### src/rtl/twx_pkg.sv
// Purpose: Constants for the table-write and subtract execution block.
// Assumes: 16-bit instruction words, four one-clock phases per instruction cycle.
// Notes: Behaviour list follows.
// Behaviour
// - Access bit zero resolves file in access bank.
// - Table write copies latch into selected holding register.
// - Table pointer is 21-bit byte address.
// - Pointer bit zero picks low or high byte.
// - Four pointer modes, pre-increment selects updated pointer.
// - Decode table-write opcode with two-bit mode field.
// - Holding registers keep bytes until flash commit.
// - Extended set, access, file<=95 uses indexed offset.
package twx_pkg;
	localparam int PTR_W = 21;
	localparam int HOLD_N = 8;
	localparam int HOLD_SEL_W = 3;
	localparam logic [13:0] TW_PREFIX = 14'h0003;
	localparam logic [1:0] MODE_NONE = 2'h0;
	localparam logic [1:0] MODE_POST_INC = 2'h1;
	localparam logic [1:0] MODE_POST_DEC = 2'h2;
	localparam logic [1:0] MODE_PRE_INC = 2'h3;
	localparam logic [7:0] SUB_LIT_OP = 8'h08;
	localparam logic [5:0] SUB_FILE_OP = 6'h17;
	localparam logic [7:0] INDEXED_MAX = 8'h5F;
	localparam logic [3:0] ACCESS_HI_BANK = 4'hF;
	localparam logic [PTR_W-1:0] PTR_RESET = 21'h000000;
	localparam logic [7:0] HOLD_RESET = 8'hFF;
	typedef enum logic [1:0] {PH_Q1, PH_Q2, PH_Q3, PH_Q4} twx_phase_type;
endpackage

### src/rtl/twx_hold_byte.sv
// Purpose: One holding register byte of the write buffer.
// Assumes: Load strobe is one cycle wide.
// Notes: Cleared to erased value by the commit strobe unless load is high in the same cycle.
`timescale 1ns/1ns
module twx_hold_byte (
	// Clock and reset
	input wire logic clk,
	input wire logic rst,
	// Control
	input wire logic load,
	input wire logic clear,
	input wire logic [7:0] din,
	// Stored value
	output logic [7:0] dout
);
	logic [7:0] val_q;
	always_ff @(posedge clk or posedge rst) begin
		if (rst)
			val_q <= twx_pkg::HOLD_RESET;
		else if (load)
			val_q <= din;
		else if (clear)
			val_q <= twx_pkg::HOLD_RESET;
	end
	assign dout = val_q;
endmodule

### src/rtl/twx_exec.sv
// Purpose: Executes table-write and subtract instructions in four phases.
// Assumes: instr is stable for a whole instruction cycle starting at phase PH_Q1.
// Notes: Data memory access is outside; this block forms the address.
`timescale 1ns/1ns
module twx_exec (
	// Clock and reset
	input wire logic clk,
	input wire logic rst,
	// Instruction stream
	input wire logic instr_valid,
	input wire logic [15:0] instr,
	output logic instr_ready,
	// Core state
	input wire logic [7:0] acc,
	input wire logic [7:0] table_latch,
	input wire logic [3:0] bank_select_register,
	input wire logic [11:0] fsr2,
	input wire logic ext_set_en,
	input wire logic [7:0] file_data,
	// Table pointer load from core
	input wire logic ptr_load,
	input wire logic [20:0] ptr_load_val,
	// Flash commit consumes the holding registers
	input wire logic commit,
	// Results
	output logic [20:0] table_pointer,
	output logic [63:0] hold_bytes,
	output logic [11:0] file_addr,
	output logic [7:0] sub_result,
	output logic sub_to_file,
	output logic sub_carry,
	output logic sub_zero,
	output logic sub_neg,
	output logic sub_ovf,
	output logic sub_dc,
	output logic sub_done,
	output logic table_write_instr
);
	twx_pkg::twx_phase_type ph_q;
	logic [20:0] ptr_q, ptr_d;
	logic [7:0] res_q;
	logic [11:0] addr_q;
	logic c_q, z_q, n_q, ov_q, dc_q, dst_q, done_q, tw_q;

	// Opcode decode.
	wire is_tw = instr[15:2] == twx_pkg::TW_PREFIX;
	wire [1:0] tw_mode = instr[1:0];
	wire is_sub_lit = instr[15:8] == twx_pkg::SUB_LIT_OP;
	wire is_sub_file = instr[15:10] == twx_pkg::SUB_FILE_OP;
	wire acc_bit = instr[8];
	wire [7:0] fop = instr[7:0];

	// Address resolution for the file operand.
	wire use_indexed = !acc_bit && ext_set_en && fop <= twx_pkg::INDEXED_MAX;
	wire [11:0] addr_indexed = fsr2 + {4'h0, fop};
	wire [11:0] addr_access = {(fop[7] ? twx_pkg::ACCESS_HI_BANK : 4'h0), fop};
	wire [11:0] addr_banked = {bank_select_register, fop};
	wire [11:0] addr_sel = acc_bit ? addr_banked :
		(use_indexed ? addr_indexed : addr_access);

	// Subtraction: minuend minus accumulator, done as minuend + ~acc + 1.
	wire [7:0] minuend = is_sub_lit ? fop : file_data;
	wire [8:0] diff = {1'b0, minuend} + {1'b0, ~acc} + 9'h001;
	wire [4:0] dlow = {1'b0, minuend[3:0]} + {1'b0, ~acc[3:0]} + 5'h01;
	wire ovf = (minuend[7] != acc[7]) && (diff[7] != minuend[7]);

	// Pointer update; pre-increment selects the holding byte with the new value.
	wire [20:0] ptr_inc = ptr_q + 21'h000001;
	wire [20:0] ptr_dec = ptr_q - 21'h000001;
	wire [20:0] ptr_sel = (tw_mode == twx_pkg::MODE_PRE_INC) ? ptr_inc : ptr_q;
	// Bit zero is the byte lane of the program word: 0 low byte, 1 high byte.
	wire byte_hi = ptr_sel[0];
	wire [2:0] hold_idx = {ptr_sel[2:1], byte_hi};

	// The table write takes a second instruction cycle; the stream waits.
	logic second_q;
	wire tw_fire = instr_valid && is_tw && !second_q && ph_q == twx_pkg::PH_Q4;
	assign instr_ready = (ph_q == twx_pkg::PH_Q4) && !(is_tw && !second_q);

	always_comb begin
		ptr_d = ptr_q;
		unique case (tw_mode)
			twx_pkg::MODE_NONE: ptr_d = ptr_q;
			twx_pkg::MODE_POST_INC: ptr_d = ptr_inc;
			twx_pkg::MODE_POST_DEC: ptr_d = ptr_dec;
			twx_pkg::MODE_PRE_INC: ptr_d = ptr_inc;
		endcase
	end

	// Holding register bank.
	genvar gi;
	generate
		for (gi = 0; gi < twx_pkg::HOLD_N; gi++) begin : g_hold
			wire ld = tw_fire && hold_idx == 3'(gi);
			twx_hold_byte u_byte (
				.clk(clk),
				.rst(rst),
				.load(ld),
				.clear(commit),
				.din(table_latch),
				.dout(hold_bytes[gi*8 +: 8])
			);
		end
	endgenerate

	always_ff @(posedge clk or posedge rst) begin
		if (rst)
			ph_q <= twx_pkg::PH_Q1;
		else
			ph_q <= twx_phase_type_next(ph_q);
	end

	function automatic twx_pkg::twx_phase_type twx_phase_type_next(twx_pkg::twx_phase_type p);
		unique case (p)
			twx_pkg::PH_Q1: return twx_pkg::PH_Q2;
			twx_pkg::PH_Q2: return twx_pkg::PH_Q3;
			twx_pkg::PH_Q3: return twx_pkg::PH_Q4;
			twx_pkg::PH_Q4: return twx_pkg::PH_Q1;
		endcase
	endfunction

	always_ff @(posedge clk or posedge rst) begin
		if (rst)
			second_q <= 1'b0;
		else if (ph_q == twx_pkg::PH_Q4)
			second_q <= tw_fire;
	end

	// The 21-bit pointer covers every byte of a two megabyte space.
	always_ff @(posedge clk or posedge rst) begin
		if (rst)
			ptr_q <= twx_pkg::PTR_RESET;
		else if (tw_fire)
			ptr_q <= ptr_d;
		else if (ptr_load)
			ptr_q <= ptr_load_val;
	end

	// A subtract is taken at the Q4 edge of its instruction cycle, like any other instruction.
	wire sub_take = instr_valid && ph_q == twx_pkg::PH_Q4 && (is_sub_lit || is_sub_file);
	wire [11:0] addr_next = is_sub_file ? addr_sel : 12'h000;
	wire zero_next = diff[7:0] == 8'h00;
	wire dst_next = is_sub_file && instr[9];

	// Each result stands until the next subtract, so the core may pick it up late.
	always_ff @(posedge clk or posedge rst) begin
		if (rst)
			res_q <= 8'h00;
		else if (sub_take)
			res_q <= diff[7:0];
	end

	always_ff @(posedge clk or posedge rst) begin
		if (rst)
			addr_q <= 12'h000;
		else if (sub_take)
			addr_q <= addr_next;
	end

	always_ff @(posedge clk or posedge rst) begin
		if (rst)
			c_q <= 1'b0;
		else if (sub_take)
			c_q <= diff[8];
	end

	always_ff @(posedge clk or posedge rst) begin
		if (rst)
			z_q <= 1'b0;
		else if (sub_take)
			z_q <= zero_next;
	end

	always_ff @(posedge clk or posedge rst) begin
		if (rst)
			n_q <= 1'b0;
		else if (sub_take)
			n_q <= diff[7];
	end

	always_ff @(posedge clk or posedge rst) begin
		if (rst)
			ov_q <= 1'b0;
		else if (sub_take)
			ov_q <= ovf;
	end

	always_ff @(posedge clk or posedge rst) begin
		if (rst)
			dc_q <= 1'b0;
		else if (sub_take)
			dc_q <= dlow[4];
	end

	always_ff @(posedge clk or posedge rst) begin
		if (rst)
			dst_q <= 1'b0;
		else if (sub_take)
			dst_q <= dst_next;
	end

	// Both strobes are one cycle wide; the core must catch them in that cycle.
	always_ff @(posedge clk or posedge rst) begin
		if (rst) begin
			done_q <= 1'b0;
			tw_q <= 1'b0;
		end else begin
			done_q <= sub_take;
			tw_q <= tw_fire;
		end
	end

	assign table_pointer = ptr_q;
	assign file_addr = addr_q;
	assign sub_result = res_q;
	assign sub_to_file = dst_q;
	assign sub_carry = c_q;
	assign sub_zero = z_q;
	assign sub_neg = n_q;
	assign sub_ovf = ov_q;
	assign sub_dc = dc_q;
	assign sub_done = done_q;
	assign table_write_instr = tw_q;
endmodule

### config.mk
export PLATFORM = sky130hd
export DESIGN_NAME = twx_exec
export DESIGN_NICKNAME = d
export VERILOG_FILES = /design/src/rtl/twx_pkg.sv /design/src/rtl/twx_hold_byte.sv /design/src/rtl/twx_exec.sv
export SDC_FILE = /design/constraint.sdc
export NUM_CORES = 1
export LEC_CHECK = 0
export BUFFER_PORTS_ARGS = -buffer_cell sky130_fd_sc_hd__buf_2
export CORE_ASPECT_RATIO = 1.1
export CORE_UTILIZATION = 52
export DETAILED_ROUTE_END_ITERATION = 7
export GPL_TIMING_DRIVEN = 1
export PLACE_DENSITY = 0.79
export SYNTH_ARGS = -nofsm -noshare
export SYNTH_HDL_FRONTEND = slang
export SYNTH_SLANG_ARGS = --single-unit
### constraint.sdc
create_clock -name clk -period 4.5 [get_ports clk]
set_clock_uncertainty 0.2 [all_clocks]
set_input_delay 0.45 -clock clk [delete_from_list [all_inputs] [get_ports clk]]
set_output_delay 0.45 -clock clk [all_outputs]
set_load 0.02 [all_outputs]
==> summary.txt <==
Worst setup path
  – Crit path kind: in2reg
  – CP Launch Type: primary input
  – RR Startpoint: ph_q[1]
  – Reg2Reg Depth: 7
  – CP max FO: 10
  – Crit. End Element: flop
  – Crit path DAT: 3.33 ns
  – Setup crit start: instr[10]
  – Worst EP required: ~4.6 ns

Layout
  – Final nets: 1038
  – Post-route design area: 8180 sq um
  – Area Growth Syn to Fin: 25.1%
  – Share of layout cells above drive strength 1: 0.343
  – Diodes inserted: 0

Yosys
  – Dominant cells by area after synthesis: dfstp_2 (26%), dfrtp_1 (20%), nor2_1 (9.0%), a21oi_1 (8.1%), ha_1 (4.2%)
  – Syn Area/Cell: 8.60 sq um
  – Synth Flop Type: dfstp_2
  – FFs w/ async S/R, synth: 1.00
  – YS warnings: 0
  – Synth Area in Simple Gates: 0.211
  – Adder-Cell Fraction of Synth Area: 0.0482
  – Dominant cell type by area after synthesis: dfstp_2
  – Synth unique cells: 57
  – Top-count cell post-synth: nor2_1
  – #FFs+latches synth: 115
  – Post-synthesis sequential area ratio: 0.453
  – Multiplexer share of the synthesized area: 0.0280
  – Main combinational cell family by area after synthesis: simple AND/OR/NAND/NOR gates
  – Synth Area in XOR/XNOR: 0.0228
  – Synth top cells by count: nor2_1 (157), a21oi_1 (106), dfstp_2 (64)
  – Post-synth net total: slightly below 900
  – EDFF count, synth: 0
  – Top cell type's share of synthesized area: 0.257
  – Synth Area in Compound Gates: 0.193
  – Mapped Area: approximately 6500 sq um
  – Synth Instances: 760

Power
  – Net Sw Frac: 0.266
  – Power share of the combinational group: 0.124
  – Max VDD drop: 0.000261 V
  – Psw: between 0.7 and 0.8 mW
  – Internal power component: 2.11 mW
  – Part of the total power dissipated in the clock network: 0.491
  – Lkg Pwr: roughly 3.6 nW
  – Power, Total: roughly 2.9 mW
  – Pwr Density: 352 nW/um^2
  – Seq pwr share: 0.385

Worst hold path
  – Hold Crit Class: in2async

Timing
  – Normalized max-slew margin: 0.265
  – Max Fclk: 312 MHz
  – Tcrit/Tclk final: 0.713
  – Final Critical Period: 3.21 ns
  – Final Max Tran Viols: 0
  – Fin worst setup slack: about 1.3 ns
  – Worst slew pin tran: between 1 and 1.5 ns
  – Unrepaired setup endpoints after global routing: no
  – Final Setup Violations: 0
  – Setup TNS: 0 ns
  – Fin. Hold Viols: 0
  – Hold WS: 0.0785 ns

Clocking
  – CTS max path bufs: 2
  – CTS clock-pin slew for the worst setup and hold paths: approximately 0.050 ns
  – TritonCTS clock tree: built
  – TritonCTS buffer count: 17
  – Hold_buf cts: 0
  – CTS-repair resized insts: 0
  – Clock Sinks: roughly 120
  – Later-pin clock latency in the skew report: 0.41 ns
  – Post-CTS setup buffers: 0
  – Htree depth: 4
  – Clock Tree Root: clkbuf_16

Placed design
  – Gpl congestion: between 0.8 and 0.9
  – Post-placement worst setup slack: 0.894 ns
  – HPWL after DPL: 12300 microns
  – DP Area: 7550 sq um
  – I/O Buffers: 196

Drt
  – Post-route DRC: 0
  – ANT nets after route: 0
  – Final wirelength: between 15000 and 20000 microns
  – Via-per-instance ratio: 5.64
  – Detailed Routing Iterations Pass 1: 5
  – Via count: about 6200
  – WL/cell: around 16 microns
  – Starting DRT DRC Count: between 400 and 500

Global route
  – Number of global-route vias before repair: 5810
  – Global Route Usage Sum: 0.277
  – First-pass GRT wire length: 28000 microns
  – Largest net degree at the start of global routing: 86
  – Antenna violations before repair: 0
  – Global route overflow: 0

Job
  – Max Cap Viol: 0

Floorplan
  – Chip Width: 109 microns
  – # rows: 42
  – Starting Density: 0.538
  – Die ar.: 13000 sq um
  – Die H: between 100 and 150 microns
  – I/O pin total: 197
  – Core ar.: 12100 sq um

Status
  – Outcome: finished, final reports clean
[routing by layer]
| layer | global-route usage | vias to the layer above | wire length [microns] |
|---|---|---|---|
| met5 | 0 | - | 0 |
| met4 | 0.113 | 0 | 387 |
| met3 | 0.0581 | 34 | 985 |
| met2 | 0.448 | 230 | 8420 |
| met1 | 0.359 | 2913 | 7560 |
| li1 | - | 3015 | - |
[cell families after synthesis]
| family | after synthesis |
|---|---|
| AND/OR/NAND/NOR | 304 |
| XOR/XNOR | 17 |
| flip-flops | 115 |
| multiplexers | 17 |
| adder cells (fa/ha/maj) | 24 |
| AO/OA/AOI/OAI | 212 |
| buffers and inverters | 71 |
[critical path: stages]
cell       delay, ns
buf_2           0.11
nor4_1          0.34
nand4_1         0.53
o21ai_0         0.52
ha_1            0.30
nor2b_1         0.14
o2111ai_1       0.24
a21o_1          0.20
xor2_1          0.19
nand4b_1        0.12
o31ai_1         0.19
[flip-flops by register name, indices dropped and copies added, names as in the netlist]
signal              cells
table_pointer          21
sub_done                1
g_hold.u_byte.dout     64
ph_q                    2
sub_ovf                 1
table_write_instr       1
sub_result              8
sub_to_file             1
sub_dc                  1
file_addr              12
sub_zero                1
sub_carry               1
second_q                1
[final cells by class]
| cell class | count | area [sq um] |
|---|---|---|
| clock inverters | 13 | 174 |
| flip-flops and latches | 115 | 2960 |
| well taps | 154 | 193 |
| clock buffers | 19 | 453 |
| multi-input cells | 574 | 3290 |
| inverters | 21 | 81.3 |
| fillers | 1025 | 3960 |
| repair buffers | 202 | 1030 |
[power by group through the flow]
stage / sequential, mW / clock [mW] / combinational (mW)
floorplan: 1.14 / 0 / 0.212
global placement: 1.12 / 0 / 0.352
detailed placement: 1.12 / 0 / 0.354
CTS: 1.11 / 1.43 / 0.357
global route: 1.11 / 1.48 / 0.394
finish: 1.11 / 1.41 / 0.356
[per-stage QoR]
step,util,std cells
6_report,0.673,1098
5_1_grt,0.673,1098
4_1_cts,0.673,1098
3_5_place_dp,0.622,1066
3_3_place_gp,0.622,1066
2_1_floorplan,-,760
[worst paths after layout]
| path | end | slack (ns) |
|---|---|---|
| max | sub_zero | 1.29 |
| min | sub_ovf | 0.08 |
| max reg2reg | g_hold[3].u_byte.dout[2] | 1.62 |
| min reg2reg | file_addr[7] | 0.28 |
| max in group asynchronous | g_hold[2].u_byte.dout[4] | 2.96 |
| min in group clk | sub_to_file | 0.10 |
[cell usage in the layout (no fill, tap or decap), types with 3 or more instances in the layout]
cell	netlist	routed
nor3_1	11	11
nand3_1	33	33
o22ai_1	4	4
dfrtp_1	51	51
or3_1	3	3
a31oi_1	6	6
mux2i_1	7	7
a211oi_1	3	3
clkbuf_16	0	17
o211ai_1	4	4
and3_1	4	4
o21a_1	5	5
a21oi_1	106	106
nand4_1	7	7
inv_1	21	20
or2_2	6	6
xor2_1	8	8
o21ai_0	40	40
clkinv_4	0	5
o221ai_1	5	5
bufinv_16	0	3
o31ai_1	6	6
a21o_1	4	4
nor4_1	4	4
mux2_2	10	10
nand2_1	53	53
nor2_1	157	157
and4_1	4	4
o22a_1	13	13
nor2b_1	6	6
xnor2_1	9	9
o2bb2a_1	3	3
buf_2	2	196
buf_4	1	6
ha_1	22	22
dfstp_2	64	64
Power figures use the tool's default switching activity.
